--- src/ubc_defines.vh ---
`ifndef UBC_DEFINES_VH
`define UBC_DEFINES_VH

// Register indices as printed; byte address is four times the index
`define UBC_IDX_BAUD_HIGH   8'h00
`define UBC_IDX_BAUD_LOW    8'h01
`define UBC_IDX_FRAME_CTL   8'h02
`define UBC_ADDR_BAUD_HIGH  8'h00
`define UBC_ADDR_BAUD_LOW   8'h04
`define UBC_ADDR_FRAME_CTL  8'h08

// Reset values
`define UBC_RST_BAUD_HIGH   8'h00
`define UBC_RST_BAUD_LOW    8'h04
`define UBC_RST_FRAME_CTL   8'h00

// Baud divisor high byte fields
`define UBC_BIT_IR_EN       7
`define UBC_BIT_PULSE_HI    6
`define UBC_BIT_PULSE_LO    5
`define UBC_BIT_DIV_TOP     4

// Frame control fields
`define UBC_BIT_LOOP        7
`define UBC_BIT_WAIT_HALT   6
`define UBC_BIT_RX_SOURCE   5
`define UBC_BIT_NINE_BITS   4
`define UBC_BIT_WAKE_ADDR   3
`define UBC_BIT_IDLE_TYPE   2
`define UBC_BIT_PAR_EN      1
`define UBC_BIT_PAR_ODD     0

// Narrow pulse codes and widths in 1/32 bit-time units
`define UBC_PULSE_QUARTER   2'b11
`define UBC_PULSE_1_32      2'b10
`define UBC_PULSE_1_16      2'b01
`define UBC_PULSE_3_16      2'b00
`define UBC_W_QUARTER       5'h08
`define UBC_W_1_32          5'h01
`define UBC_W_1_16          5'h02
`define UBC_W_3_16          5'h06

// Sample ticks per bit: 16 standard, 32 half ticks in infrared mode
`define UBC_TICKS_STD       5'h0f
`define UBC_TICKS_IR        5'h1f

`endif

--- src/ubc_config.v ---
`timescale 1ns/1ps
`include "ubc_defines.vh"

module ubc_config (
  input  wire        pclk,               // Bus clock, 25 MHz
  input  wire        presetn,            // Asynchronous reset, active low
  input  wire        psel,               // APB select
  input  wire        penable,            // APB access phase
  input  wire        pwrite,             // APB direction, 1 = write
  input  wire [7:0]  paddr,              // APB byte address
  input  wire [31:0] pwdata,             // APB write data
  output reg  [31:0] prdata,             // APB read data
  output wire        pready,             // APB ready, always 1
  output wire        pslverr,            // APB error on unmapped address
  input  wire        transmitter_enable, // From control register 2
  input  wire        receiver_enable,    // From control register 2
  input  wire        alternate_map_select, // From status register 2
  input  wire        cpu_wait_mode,      // Processor is in wait mode
  input  wire        tx_line,            // Transmitter serial output, NRZ
  input  wire [8:0]  tx_char,            // Character from transmitter
  input  wire [8:0]  rx_char,            // Character from receiver
  input  wire        rx_char_valid,      // Receiver finished a character
  input  wire        rx_idle_seen,       // Receiver counted an idle char
  input  wire        rxd_in,             // Receive pin level
  input  wire        txd_in,             // Transmit pin level read back
  output reg         txd_out,            // Transmit pin drive value
  output reg         txd_oe_n,           // Transmit pin enable, low drives
  output reg         receiver_input,     // Selected receiver serial input
  output reg         baud_tick,          // One sample tick, 16 per bit
  output reg         block_active,       // Block running, not halted
  output reg         frame_nine_bits,    // Nine data bits per frame
  output reg         wake_addr_mark,     // Wake on address mark
  output reg         idle_after_stop,    // Idle count starts after stop
  output reg         parity_enable,      // Parity generation/check on
  output reg         parity_type,        // 1 = odd parity
  output reg  [8:0]  tx_char_par,        // Character with parity placed
  output reg         rx_parity_err,      // Parity mismatch on last char
  output reg         wake_event          // Pulse: receiver wake condition
);

  // Notes for whoever picks this block up next:
  // Bus side
  // - Zero-wait slave: every access phase completes in its first cycle.
  // - Offsets are register indices times four, one word per register.
  // - Only bits 7:0 of the write data are used; upper read bits are zero.
  // - With the alternate map selected the three registers vanish:
  //   writes are dropped, reads return zero, and no error is raised,
  //   because the other map owns these offsets then.
  // - Outside the alternate map, an unused offset raises an error.
  // High byte staging
  // - The whole high byte, infrared enable included, is staged.
  // - It reaches the divisor only with the next low byte write, so the
  //   generator never runs on a half-updated divisor.
  // - Reading the high byte shows the applied copy; software that
  //   writes only the high byte reads the old value back until then.
  // Baud generator
  // - Sleeps after reset until either direction is first enabled;
  //   clearing both enables later does not stop it again.
  // - A zero effective divisor parks the counters at zero.
  // - The wait halt parks the counters too, so a resumed frame starts
  //   from a fresh bit phase rather than mid-bit.
  // - Standard mode: one sample tick every divisor clocks, sixteen
  //   ticks per bit.
  // - Infrared mode: the prescaler runs on the divisor without bit 0
  //   and the phase counter takes thirty-two steps per bit; every
  //   second step gives a sample tick, so the receiver still sees
  //   sixteen ticks per bit.
  // Infrared transmit
  // - A zero bit becomes one pulse at the start of the bit.
  // - The pulse width is counted in thirty-second parts of a bit.
  // - A one bit leaves the line idle.
  // - Limitation: no infrared demodulation; the receive pin passes raw.
  // Pins and routing
  // - The transmit pin idles high and is released whenever the
  //   transmitter is off or the block is halted in wait.
  // - A receiver that is off or halted sees a steady idle line, so
  //   no false start bit can reach it.
  // - Loop select detaches the receive pin; the receiver source bit
  //   then picks the internal path or the transmit pin read back.
  // - Loop use only works with both directions enabled; that is up to
  //   software and is not enforced here.
  // Frame settings
  // - Frame length, wake, idle type and parity bits are passed out one
  //   clock after the register changes.
  // - Parity sits in the top data bit: bit 7 of an eight bit frame,
  //   bit 8 of a nine bit frame.
  // - Even type sets the parity bit for an odd count of ones; the odd
  //   type inverts it.
  // - The parity error flag only moves when a character completes.
  // Wake event
  // - Address mark mode pulses on a finished character whose top bit
  //   is set; idle mode pulses on an idle character from the receiver.

  // Register state
  reg  [7:0]  baud_high_stage;  // Staging copy of the high byte
  reg  [7:0]  baud_high;        // Active high byte
  reg  [7:0]  baud_low;         // Active low byte
  reg  [7:0]  frame_ctl;        // Frame control one
  reg         gen_started;      // Sticky: an enable has been seen
  reg  [12:0] presc;            // Prescaler count
  reg  [4:0]  phase;            // Tick phase inside one bit
  reg         ir_pulse;         // Infrared pulse, active high

  // Decoded fields
  wire        infrared_enable     = baud_high[`UBC_BIT_IR_EN];
  wire [1:0]  narrow_pulse_select = baud_high[`UBC_BIT_PULSE_HI:
                                              `UBC_BIT_PULSE_LO];
  wire [12:0] baud_divisor = {baud_high[`UBC_BIT_DIV_TOP:0], baud_low};
  wire        loop_select     = frame_ctl[`UBC_BIT_LOOP];
  wire        wait_mode_halt  = frame_ctl[`UBC_BIT_WAIT_HALT];
  wire        receiver_source = frame_ctl[`UBC_BIT_RX_SOURCE];

  // APB decode
  wire        acc_wr = psel & penable & pwrite;
  wire        hit_hi = (paddr == `UBC_ADDR_BAUD_HIGH);
  wire        hit_lo = (paddr == `UBC_ADDR_BAUD_LOW);
  wire        hit_fc = (paddr == `UBC_ADDR_FRAME_CTL);
  wire        mapped = hit_hi | hit_lo | hit_fc;
  wire        map_ok = ~alternate_map_select;

  // Effective prescaler period; infrared halves the divisor
  wire [12:0] period = infrared_enable ? {1'b0, baud_divisor[12:1]}
                                       : baud_divisor;
  wire        div_zero = (period == 13'h0000);
  wire        halted   = cpu_wait_mode & wait_mode_halt;
  wire        run      = gen_started & ~div_zero & ~halted;
  wire        presc_hit = run & (presc == period - 13'h0001);
  wire [4:0]  phase_top = infrared_enable ? `UBC_TICKS_IR
                                          : `UBC_TICKS_STD;

  // Zero-wait slave; only bad addresses error out
  assign pready  = 1'b1;
  assign pslverr = psel & penable & map_ok & ~mapped;

  // Register writes; the high byte only lands with the low byte
  always @(posedge pclk or negedge presetn) begin
    if (!presetn) begin
      baud_high_stage <= `UBC_RST_BAUD_HIGH;
      baud_high       <= `UBC_RST_BAUD_HIGH;
      baud_low        <= `UBC_RST_BAUD_LOW;
      frame_ctl       <= `UBC_RST_FRAME_CTL;
    end else if (acc_wr && map_ok) begin
      if (hit_hi) begin
        baud_high_stage <= pwdata[7:0];
      end
      if (hit_lo) begin
        baud_low  <= pwdata[7:0];
        baud_high <= baud_high_stage;
      end
      if (hit_fc) begin
        frame_ctl <= pwdata[7:0];
      end
    end
  end

  // Read mux; high byte shows the active copy, not the staged one
  always @* begin
    prdata = 32'h0000_0000;
    if (map_ok) begin
      if (hit_hi) begin
        prdata = {24'h000000, baud_high};
      end else if (hit_lo) begin
        prdata = {24'h000000, baud_low};
      end else if (hit_fc) begin
        prdata = {24'h000000, frame_ctl};
      end
    end
  end

  // Sticky start: the generator sleeps until an enable is first seen
  always @(posedge pclk or negedge presetn) begin
    if (!presetn) begin
      gen_started <= 1'b0;
    end else if (transmitter_enable | receiver_enable) begin
      gen_started <= 1'b1;
    end
  end

  // Prescaler and bit phase; cleared while stopped so restart is clean
  always @(posedge pclk or negedge presetn) begin
    if (!presetn) begin
      presc <= 13'h0000;
      phase <= 5'h00;
    end else if (!run) begin
      presc <= 13'h0000;
      phase <= 5'h00;
    end else if (presc_hit) begin
      presc <= 13'h0000;
      if (phase >= phase_top) begin
        phase <= 5'h00;
      end else begin
        phase <= phase + 5'h01;
      end
    end else begin
      presc <= presc + 13'h0001;
    end
  end

  // Sample tick: every prescaler hit, or every second in infrared
  always @(posedge pclk or negedge presetn) begin
    if (!presetn) begin
      baud_tick <= 1'b0;
    end else if (infrared_enable) begin
      baud_tick <= presc_hit & phase[0];
    end else begin
      baud_tick <= presc_hit;
    end
  end

  // Pulse width in 1/32 bit units from the select field
  reg [4:0] pulse_w;
  always @* begin
    case (narrow_pulse_select)
      `UBC_PULSE_QUARTER: pulse_w = `UBC_W_QUARTER;
      `UBC_PULSE_1_32:    pulse_w = `UBC_W_1_32;
      `UBC_PULSE_1_16:    pulse_w = `UBC_W_1_16;
      `UBC_PULSE_3_16:    pulse_w = `UBC_W_3_16;
      default:            pulse_w = `UBC_W_3_16;
    endcase
  end

  // Infrared modulator: zero bits become one narrow pulse at bit start
  always @(posedge pclk or negedge presetn) begin
    if (!presetn) begin
      ir_pulse <= 1'b0;
    end else begin
      ir_pulse <= infrared_enable & run & ~tx_line &
                  (phase < pulse_w);
    end
  end

  // Transmit pin: idle high; pulse shows as a low excursion on the pin
  always @(posedge pclk or negedge presetn) begin
    if (!presetn) begin
      txd_out  <= 1'b1;
      txd_oe_n <= 1'b1;
    end else begin
      txd_oe_n <= ~(transmitter_enable & ~halted);
      if (infrared_enable) begin
        txd_out <= ~ir_pulse;
      end else begin
        txd_out <= tx_line;
      end
    end
  end

  // Receiver source; a disabled receiver sees an idle (high) line
  always @(posedge pclk or negedge presetn) begin
    if (!presetn) begin
      receiver_input <= 1'b1;
    end else if (!receiver_enable || halted) begin
      receiver_input <= 1'b1;
    end else if (!loop_select) begin
      receiver_input <= rxd_in;
    end else if (receiver_source) begin
      receiver_input <= txd_in;
    end else begin
      receiver_input <= tx_line;
    end
  end

  // Frame settings passed to transmitter and receiver
  always @(posedge pclk or negedge presetn) begin
    if (!presetn) begin
      block_active    <= 1'b0;
      frame_nine_bits <= 1'b0;
      wake_addr_mark  <= 1'b0;
      idle_after_stop <= 1'b0;
      parity_enable   <= 1'b0;
      parity_type     <= 1'b0;
    end else begin
      block_active    <= ~halted;
      frame_nine_bits <= frame_ctl[`UBC_BIT_NINE_BITS];
      wake_addr_mark  <= frame_ctl[`UBC_BIT_WAKE_ADDR];
      idle_after_stop <= frame_ctl[`UBC_BIT_IDLE_TYPE];
      parity_enable   <= frame_ctl[`UBC_BIT_PAR_EN];
      parity_type     <= frame_ctl[`UBC_BIT_PAR_ODD];
    end
  end

  // Parity over the data bits below the MSB; MSB is the parity slot
  wire        nine  = frame_ctl[`UBC_BIT_NINE_BITS];
  wire        odd   = frame_ctl[`UBC_BIT_PAR_ODD];
  wire        pen   = frame_ctl[`UBC_BIT_PAR_EN];
  wire        tx_x7 = ^tx_char[6:0];
  wire        tx_x8 = ^tx_char[7:0];
  wire        rx_x7 = ^rx_char[6:0];
  wire        rx_x8 = ^rx_char[7:0];
  // Even: odd count of ones sets the bit; odd type inverts that
  wire        tx_par = (nine ? tx_x8 : tx_x7) ^ odd;
  wire        rx_par = (nine ? rx_x8 : rx_x7) ^ odd;
  wire        rx_msb = nine ? rx_char[8] : rx_char[7];

  // Place the parity bit, or pass the character untouched
  always @(posedge pclk or negedge presetn) begin
    if (!presetn) begin
      tx_char_par <= 9'h000;
    end else if (!pen) begin
      tx_char_par <= tx_char;
    end else if (nine) begin
      tx_char_par <= {tx_par, tx_char[7:0]};
    end else begin
      tx_char_par <= {1'b0, tx_par, tx_char[6:0]};
    end
  end

  // Check received parity on each finished character
  always @(posedge pclk or negedge presetn) begin
    if (!presetn) begin
      rx_parity_err <= 1'b0;
    end else if (rx_char_valid) begin
      rx_parity_err <= pen & (rx_msb != rx_par);
    end
  end

  // Wake condition: address mark in the MSB, or an idle character
  always @(posedge pclk or negedge presetn) begin
    if (!presetn) begin
      wake_event <= 1'b0;
    end else if (frame_ctl[`UBC_BIT_WAKE_ADDR]) begin
      wake_event <= rx_char_valid & rx_msb;
    end else begin
      wake_event <= rx_idle_seen;
    end
  end

endmodule

--- config.mk ---
export PLATFORM = sky130hd
export DESIGN_NAME = ubc_config
export DESIGN_NICKNAME = d
export VERILOG_FILES = /design/src/ubc_config.v
export VERILOG_INCLUDE_DIRS = /design/src /design/src/src
export SDC_FILE = /design/constraint.sdc
export NUM_CORES = 1
export LEC_CHECK = 0
export ABC_AREA = 1
export BUFFER_PORTS_ARGS = -buffer_cell sky130_fd_sc_hd__buf_4
export CELL_PAD_IN_SITES_DETAIL_PLACEMENT = 1
export CELL_PAD_IN_SITES_GLOBAL_PLACEMENT = 1
export CORE_AREA = 2 2 111 113
export CTS_CLUSTER_DIAMETER = 120
export DETAILED_ROUTE_END_ITERATION = 8
export DIE_AREA = 0 0 113 115
export PLACE_DENSITY_LB_ADDON = 0.1
export SYNTH_ARGS = -nofsm -noshare
export SYNTH_HDL_FRONTEND = slang
export SYNTH_SLANG_ARGS = --single-unit
--- constraint.sdc ---
create_clock -name pclk -period 5.9 [get_ports pclk]
set_clock_uncertainty 0.05 [all_clocks]
set_input_delay 0 -clock pclk [delete_from_list [all_inputs] [get_ports pclk]]
set_output_delay 0 -clock pclk [all_outputs]
set_load 0.05 [all_outputs]
; ---- Yosys cells after proc, flatten, opt, wreduce, memory -nomap -nowiden
; Cells that the tools add are included.
[classes]
mux = 23
eq_ne = 8
bitwise = 27
n_addsub = 3
order_cmp = 2
n_reduce_logical = 13
[op_table]
columns = op, n
row1 = $mux W13, 3
row2 = $mux W8, 4
row3 = $mux W5, 4
row4 = $pmux W5 S4, 1
row5 = $mux W9, 2
row6 = $reduce_xor A8 Y1, 2
row7 = $and A1 B1 Y1, 15
row8 = $reduce_xor A7 Y1, 2
row9 = $add A13 B1 Y13 const B, 1
row10 = $eq A13 B13 Y1, 1
row11 = $logic_not A13 Y1, 1
row12 = $sub A13 B1 Y13 const B, 1
row13 = $mux W1, 9
row14 = $eq A8 B3 Y1 const B, 1
row15 = $eq A8 B4 Y1 const B, 1
row16 = $logic_not A8 Y1, 1
row17 = $not A1 Y1, 7
row18 = $reduce_and A2 Y1, 3
row19 = $add A5 B1 Y5 const B, 1
row20 = $ge A5 B5 Y1, 1
row21 = $lt A5 B5 Y1, 1
row22 = $eq A2 B2 Y1 const B, 2
row23 = $or A1 B1 Y1, 3
row24 = $eq A2 B1 Y1 const B, 1
row25 = other kinds (7), 8
[totals]
in_bits = 72
out_inout_bits = 55
regBits = 73
elab_cells = 97

; ---- Logic depth before layout (Yosys ltp)
; Gate-level depths: netlist of the first run.
[depth]
ltp_word = 8
mapped_depth = 20
mapped_depth_nobuf = 18

; ---- Worst setup path after synthesis of the first run
; OpenSTA, ideal clock, no wires.
[synth_path]
path_type = input port to output port
start = in paddr[1]
end = out prdata[6]
arrival_ps = 2305
path_buffers = 2
path_slack_ps = 3545
t_required_ps = 5850
stages = 6
cell_sequence = or2_1 > buf_2 > nor4_4 > buf_2 > a21oi_1 > a221oi_1
[synth_via]
elab_chain_cells = 5
word_cells_on_any_way = 7
cone_classes = eq/ne: 2 / mux: 4 / reduce/logical: 1
[synth_rtl]
columns = element, line_no
row1 = start: declaration, ubc_config.v:10  ; input wire [7:0] paddr,
row2 = $eq A8 B4 Y1 (no source line), -
row3 = $mux W8, ubc_config.v:164  ; end else if (hit_fc) begin
row4 = $mux W8, ubc_config.v:162  ; end else if (hit_lo) begin
row5 = $mux W8 *, ubc_config.v:160  ; if (hit_hi) begin
row6 = $mux W8 *, ubc_config.v:159  ; if (map_ok) begin
row7 = end: declaration, ubc_config.v:12  ; output reg [31:0] prdata,
; Every way passes the cells marked *; elsewhere a longest branch is shown, timed or not.

; ---- Worst setup path after layout of the first run
[layout_path]
start = reg baud_high[7]
end = reg presc[1]
[layout_via]
elab_chain_cells = 8
word_cells_on_any_way = 10
cone_classes = add/sub: 1 / eq/ne: 1 / mux: 3 / bitwise: 4 / reduce/logical: 1
[layout_rtl]
columns = element, line_no
row1 = start: declaration, ubc_config.v:96  ; reg [7:0] baud_high;
row2 = start signal: assignment, ubc_config.v:139  ; baud_high <= `UBC_RST_BAUD_HIGH;
row3 = start signal: assignment, ubc_config.v:148  ; baud_high <= baud_high_stage;
row4 = $mux W13 *, ubc_config.v:122  ; wire [12:0] period = infrared_enable ? {1'b0, baud_divisor[12:1]}
row5 = "parallel branches: the longest is 6 deep, another holds $sub A13 B1 Y13", -
row6 = $mux W13 *, ubc_config.v:184  ; end else if (!run) begin
row7 = end signal: assignment, ubc_config.v:195  ; presc <= presc + 13'h0001;
row8 = end: declaration, ubc_config.v:100  ; reg [12:0] presc;
; Mark *: on every way between the ends.
; A chain may end at the register's enable or synchronous reset.

==> results.md, run 1 <==
- Outcome: finished, violations left
- Failing checks: design-rule violations
- Post-Route WL: ~12000 um
- Nets: roughly 770
- Mapped Cells: 595
- Slew Viols, Final: 0
- Met3 WL: around 420 um
- Pwr Density: 259 mW/mm2
- Placer Congestion: 0.877
- Top cells by area, synth: dfrtp_1, nand2_1, inv_1
- DP HPWL: 9370 um
- Worst reg2reg path startpoint: baud_high[7]
- Number of synthesized register bits: 73
- Post-synthesis sequential area ratio: 40.0%
- Vias per inst: between 4 and 5
- Type of the most critical hold path: in2reg
- Critical Path Source: baud_high[7]
- Fill cells: around 1500
- CTS sink count: 73
- Startpoint types: flop
- Avg Cell Area, Syn: 7.70 um2
- Antenna Violating Nets Remaining: 0
- Layout cell share with drive strength beyond 1: 21.5%
- Crit path time final: 3.18 ns
- RSZ-0062 raised after global routing: no
- Cell area after placement: 0.00515 mm2
- Hold Vio Cnt, Final: 0
- CP Capture Type: flop
- Vias post-DR: around 4100
- Async S/R FF share, synth: 100%
- Layout Area Growth over Synthesis: 24.7%
- TritonCTS clock tree: built
- First-pass GRT wire length: 20600 um
- Final setup vio count: 0
- Initial antenna violation count: 0
- Clock Latency Late Sink: 0.34 ns
- CTS H-tree depth: 3
- # DRC: 3
- Final period util: 54.0%
- Clk slew on worst S/H paths: 0.06 ns
- Clock tree root buffer cell: clkbuf_16
- Initial Util: 38.8%
- Router iterations before antenna repair: 6
- Final core utilization: 48.4%
- Smallest hold slack: between 0.03 and 0.04 ns
- Ys flop type: dfrtp_1
- ANT cells: 0
- Met2 WL: 6440 um
- Fmax: 314 MHz
- Most instantiated cells after synthesis: nand2_1, dfrtp_1, inv_1
- # IOs: 127
- Max-cap viol count: 0
- Post_cts resized: 0
- Num CTS Buffers: 9
- Die Wd: 113 um
- 1st-iter DRT viols: 121
- Buffers on Ports: just under 80
- Number of flops mapped to enable cells by yosys: 0
- Placeable Area: 0.0118 mm2
- Length of routed wiring on met1: ~5300 um
- Post-synth design cell area: 0.00458 mm2
- Maximum vdd drop: 0.184 mV
- Final instance area: 0.00571 mm2
- All-Layer GR Usage: 20.0%
- Placed insts: around 800
- Critical Path Fanout Max: 26
- Final Instance Count excl. Fillers: 845
- Tightest Pin Transition: 0.966 ns
- Highest Signal Layer: met4
- Crit path DAT: approximately 3.4 ns
- Most common cell in the netlist: nand2_1
- Slew HR: 35.6%
- CTS Buffer Depth: 2
- WL/cell: 14.6 um
- Die ar.: 0.0130 mm2
- Largest net degree at the start of global routing: 74
- Vias in the first global route: 4283
- Pleak: 2.90 nW
- Synth top area share: 37.7%
- Grt total ovfl: 0
- Largest area contributor in the netlist: dfrtp_1
- Post-CTS Setup Inserts: 0
- Crit Path Class: reg2reg
- Setup TNS: 0 ns
- YS warnings: 0
- Distinct cells, synth: 44
- CP Data Required Time: 6.07 ns
- Std-Cell Rows: 40
- Die Height: 115 um
- HP Start: rx_char[8]
metrics by stage:
step	total power [mW]	worst slack [ns]
floorplan	0.826	3.55
finish	1.48	2.72
global placement	0.896	2.76
detailed placement	0.917	2.67
CTS	1.50	2.66
global route	1.56	2.34
worst paths after layout:
| check | endpoint | depth (start not counted) | slack [ns] |
|---|---|---|---|
| min | wake_event | 5 | 0.04 |
| max in group asynchronous | parity_type | 2 | 4.86 |
| min in group asynchronous | presc[0] | 2 | 0.30 |
| max | presc[1] | 18 | 2.72 |
| min reg2reg | idle_after_stop | 0 | 0.35 |
| max reg2reg | presc[1] | 18 | 2.72 |
cells in the final DEF, fill, tap and decap left out, drive strengths merged, types with 4 or more instances in the layout:
master       count
nand4            5
inv             62
nor2            57
nand2          198
conb            25
nand3           37
clkbuf           9
xnor2           11
a21oi           20
dlygate4sd3     26
dfrtp           69
o21ai           34
nor3             5
ha               8
a221oi           8
dfstp            4
or2              4
buf             78
xor2            21
sequential cells by signal (all words and copies together), names as in the netlist, 5 cells and up:
signal	count
phase	5
baud_low	8
frame_ctl	8
baud_high	8
tx_char_par	9
baud_high_stage	8
presc	13
cell type report:
cell class | instances | area [um2] | share of cell area, %
inverter | 60 | 225 | 3.94
clock inverter | 7 | 76.3 | 1.34
multi-input combinational | 445 | 2320 | 40.7
sequential | 73 | 1830 | 32.1
tap | 147 | 184 | 3.22
clock buffer | 9 | 225 | 3.94
timing repair buffer | 104 | 846 | 14.8
critical path, stage by stage, from the launching register on:
cell and delay, ns:
dfrtp_1 0.78, inv_2 0.40, nand2_1 0.17, nand2_2 0.09, ha_1 0.27, inv_1 0.10, nand2_1 0.06, nand2_1 0.07
nand2_1 0.04, nand2_1 0.06, nand3_1 0.10, clkinv_1 0.06, nand2_1 0.06, nor2_2 0.15, nand2_1 0.10, nor2_4 0.10
nand3_4 0.12, nand2_4 0.21, nor2_1 0.07
where the power goes:
part / internal [mW] / switching [mW] / leakage, nW
Combinational: 0.127 / 0.220 / 1.85
Sequential: 0.534 / 0.0360 / 0.912
Clock: 0.331 / 0.229 / 0.143
metal layers:
layer | track usage [%] | vias to the layer above
met5 | 0 | -
met4 | 5.20 | 0
met3 | 4.53 | 11
met2 | 36.9 | 68
met1 | 23.5 | 1999
li1 | - | 2032
cell families (layout without fill, tap and decap cells):
| family | count (synthesis) | in the layout | share of synthesized area, % |
|---|---|---|---|
| buf+inv | 100 | 180 | 11.1 |
| compound gates | 66 | 66 | 8.06 |
| simple gates | 314 | 314 | 32.0 |
| flops | 73 | 73 | 40.0 |
| other cells | 2 | 25 | 0.164 |
| fa+ha+maj | 8 | 8 | 2.19 |
| xor+xnor | 32 | 32 | 6.45 |
repair_timing:
item	CTS	global route
endpoints found under the setup margin	0	0
hold buffers	26	0
endpoints found under the hold margin	110	0
Note: power is estimated with default switching activity, not from simulation.
==> run 2: changes to the inputs <==
ABC_AREA = 0   (was 1)
clock period = 3 ns   (was 5.9 ns; I/O delays follow)
==> run 2 against run 1 <==
Net effect:
- the flow finishes with violations (design-rule violations, negative setup slack)
- maximum frequency grew 2.4%
- register-to-register slack lost 2.8 ns
- global-route usage grew 2.0 points
- clock power grew 120%
- wire length grew 12%
- die area is the same
- total power grew 78%
- via count shrank 1.8%
- area after synthesis grew 0.87%
==> results.md, run 2 <==
- Nets: 685
- # DRC: 3
- Length of routed wiring on met1: 5850 um
- Post-synth design cell area: 0.00462 mm2
- Critical Path Source: baud_high[7]
- Startpoint types: flop
- Std-Cell Rows: 40
- Top reg by flops: presc
- Commonest non-fill, non-tap cell in the layout: buf_4
- Crit path DAT: 3.29 ns
- Clock Latency Late Sink: between 0.3 and 0.4 ns
- Tightest Pin Transition: roughly 0.96 ns
- Die ar.: around 0.013 mm2
- Slew HR: 35.8%
- Router iterations before antenna repair: 6
- CP Data Required Time: approximately 3.2 ns
- Final core utilization: between 50% and 60%
- Number of flops mapped to enable cells by yosys: 0
- Clock tree root buffer cell: clkbuf_16
- Grt total ovfl: 0
- 1st-iter DRT viols: 165
- Crit path time final: 3.11 ns
- YS warnings: 0
- Final period util: 104%
- Number of synthesized register bits: 73
- Area share of fa/ha/maj cells after synthesis: 2.17%
- Final Instance Count excl. Fillers: 757
- Pleak: 2.84 nW
- Cell area after placement: 0.00550 mm2
- Post-Route WL: 13800 um
- Max reg flops: 13
- Area share of and/or/nand/nor cells after synthesis: about a fifth
- Setup TNS: -0.894 ns
- Worst reg2reg path startpoint: baud_high[7]
- Final setup vio count: 17
- Distinct cells, synth: 71
- Initial antenna violation count: 0
- Vias per inst: roughly 5.3
- CTS sink count: 73
- Layout Area Growth over Synthesis: 36.9%
- Placed insts: 704
- Maximum vdd drop: 0.361 mV
- Layout cell share with drive strength beyond 1: 37.5%
- Critical R2R Capture: phase[2]
- Synth top area share: a little under two fifths
- All-Layer GR Usage: between 20% and 30%
- Antenna Violating Nets Remaining: 0
- # IOs: roughly 130
- Vias in the first global route: 4444
- Most common cell in the netlist: dfrtp_1
- Placer Congestion: 0.917
- FF-to-FF setup slack: -0.11 ns
- DP HPWL: 9820 um
- Top cells by area, synth: dfrtp_1, mux2_2, xnor2_1
- Pwr Density: 416 mW/mm2
- Final instance area: 0.00632 mm2
- Max-cap viol count: 0
- Register area: about 0.0018 mm2
- Hold Vio Cnt, Final: 0
- Area occupied by multi-input gates: between 0.002 and 0.003 mm2
- Worst setup path endpoint: phase[2]
- Ys flop type: dfrtp_1
- Fmax: 322 MHz
- Placeable Area: approximately 0.012 mm2
- Largest regs: presc: 13 flops, tx_char_par: 9 flops
- CTS H-tree depth: 3
- Num CTS Buffers: 9
- ANT cells: 0
- Mapped Cells: 471
- Total chip power: between 2 and 3 mW
- Crit Path Class: reg2reg
- CP Capture Type: flop
- Critical Path Fanout Max: 6
- FF-to-FF path depth: 9
- Die Wd: about 110 um
- Met2 WL: 7150 um
- TritonCTS clock tree: built
- First-pass GRT wire length: 22500 um
- Post-synthesis sequential area ratio: 39.6%
- Initial Util: 39.1%
- RSZ-0062 raised after global routing: yes
- Largest net degree at the start of global routing: 74
- Avg Cell Area, Syn: 9.81 um2
- Clk slew on worst S/H paths: 0.06 ns
- Synth Area in Compound Gates: 10.5%
- CTS Buffer Depth: 2
- Highest Signal Layer: met4
- Xor and xnor area share after synthesis: 7.20%
- Multiplexer share of the synthesized area: 12.4%
- Most instantiated cells after synthesis: dfrtp_1, nor2_1, mux2_2
- Die Height: ~120 um
- Vias post-DR: 4035
- Slew Viols, Final: 0
- Async S/R FF share, synth: 100%
- Type of the most critical hold path: in2reg
- Fill cells: about 1300
- Most frequent cells in the layout: buf_4, dfrtp_1, mux2_2, nor2_1
- Buffers on Ports: 77
- Largest area contributor in the netlist: dfrtp_1
- WL/cell: 18.2 um
- Post-route worst setup slack: -0.107 ns
- Outcome: finished, violations left
- Failing checks: design-rule violations, negative setup slack
- Main combinational cell family by area after synthesis: simple AND/OR/NAND/NOR gates
- Met3 WL: between 500 and 600 um
run 2: changes by cell type in the layout (fill, tap and decap cells not counted), moves of 12 or more:
cell     delta
buf_4      +44
inv_1      -47
mux2_2     +34
mux2i_1    +16
nand2_1   -151
nand2_2    -19
nand3_1    -16
o21ai_0    -25
xnor2_1    +12
run 2: routing by layer:
layer | GRT usage, % | up-vias
met5 | 0 | -
met4 | 7.15 | 0
met3 | 4.96 | 18
met2 | 39.7 | 113
met1 | 26.0 | 2003
li1 | - | 1901
run 2: worst min-delay path by stage:
stage | startpoint | to | slack (ns) | cells after the start
global placement | tx_char[2] | tx_char_par[2] | 0.07 | 1
global route | rx_char[7] | rx_parity_err | 0.27 | 6
CTS | rx_char[7] | rx_parity_err | 0.19 | 6
detailed placement | tx_char[0] | tx_char_par[0] | 0.08 | 1
floorplan | presetn | baud_high[0] | -0.35 | 0
finish | rx_char[7] | rx_parity_err | 0.21 | 6
run 2: report_power, final:
group / switching (mW) / internal, mW
sequential: 0.00884 / 1.00
combinational: 0.226 / 0.145
clock: 0.437 / 0.812
run 2: final cells by class:
type	count	area share (%)
Multi-Input combinational cell	360	42.6
Timing Repair Buffer	151	19.5
Sequential cell	73	29.0
Clock inverter	7	1.88
Inverter	10	0.594
Clock buffer	9	3.56
Tap cell	147	2.91
run 2: stage by stage:
| step | hold slack, ns | setup WS (ns) |
|---|---|---|
| CTS | 0.189 | -0.112 |
| global route | 0.267 | -0.213 |
| floorplan | -0.346 | -0.256 |
| finish | 0.210 | -0.107 |
| detailed placement | 0.0757 | -0.147 |
| global placement | 0.0740 | -0.0374 |
run 2: kinds of logic after synthesis:
kind of cell	count (synthesis)
other	2
AO/OA/AOI/OAI	68
adder cells (fa/ha/maj)	8
multiplexers	53
AND/OR/NAND/NOR	168
buffers and inverters	61
XOR/XNOR	38
flip-flops	73
run 2: repair_timing:
action	in CTS	in global routing
endpoints found under the setup margin	17	19
endpoints found under the hold margin	110	0
gates resized for setup	3	32
setup buffers	2	7
pin swaps	1	5
cloned	0	1
hold buffers	27	0
run 2: critical path, cell delays in order (launching register included):
cell and delay (ns):
dfrtp_2 0.41, mux2i_2 0.25, ha_2 0.26, or4b_4 0.48, a211o_1 0.26, a32oi_2 0.22, nand3_2 0.10, or4_4 0.47
o41a_1 0.33, o21a_1 0.17
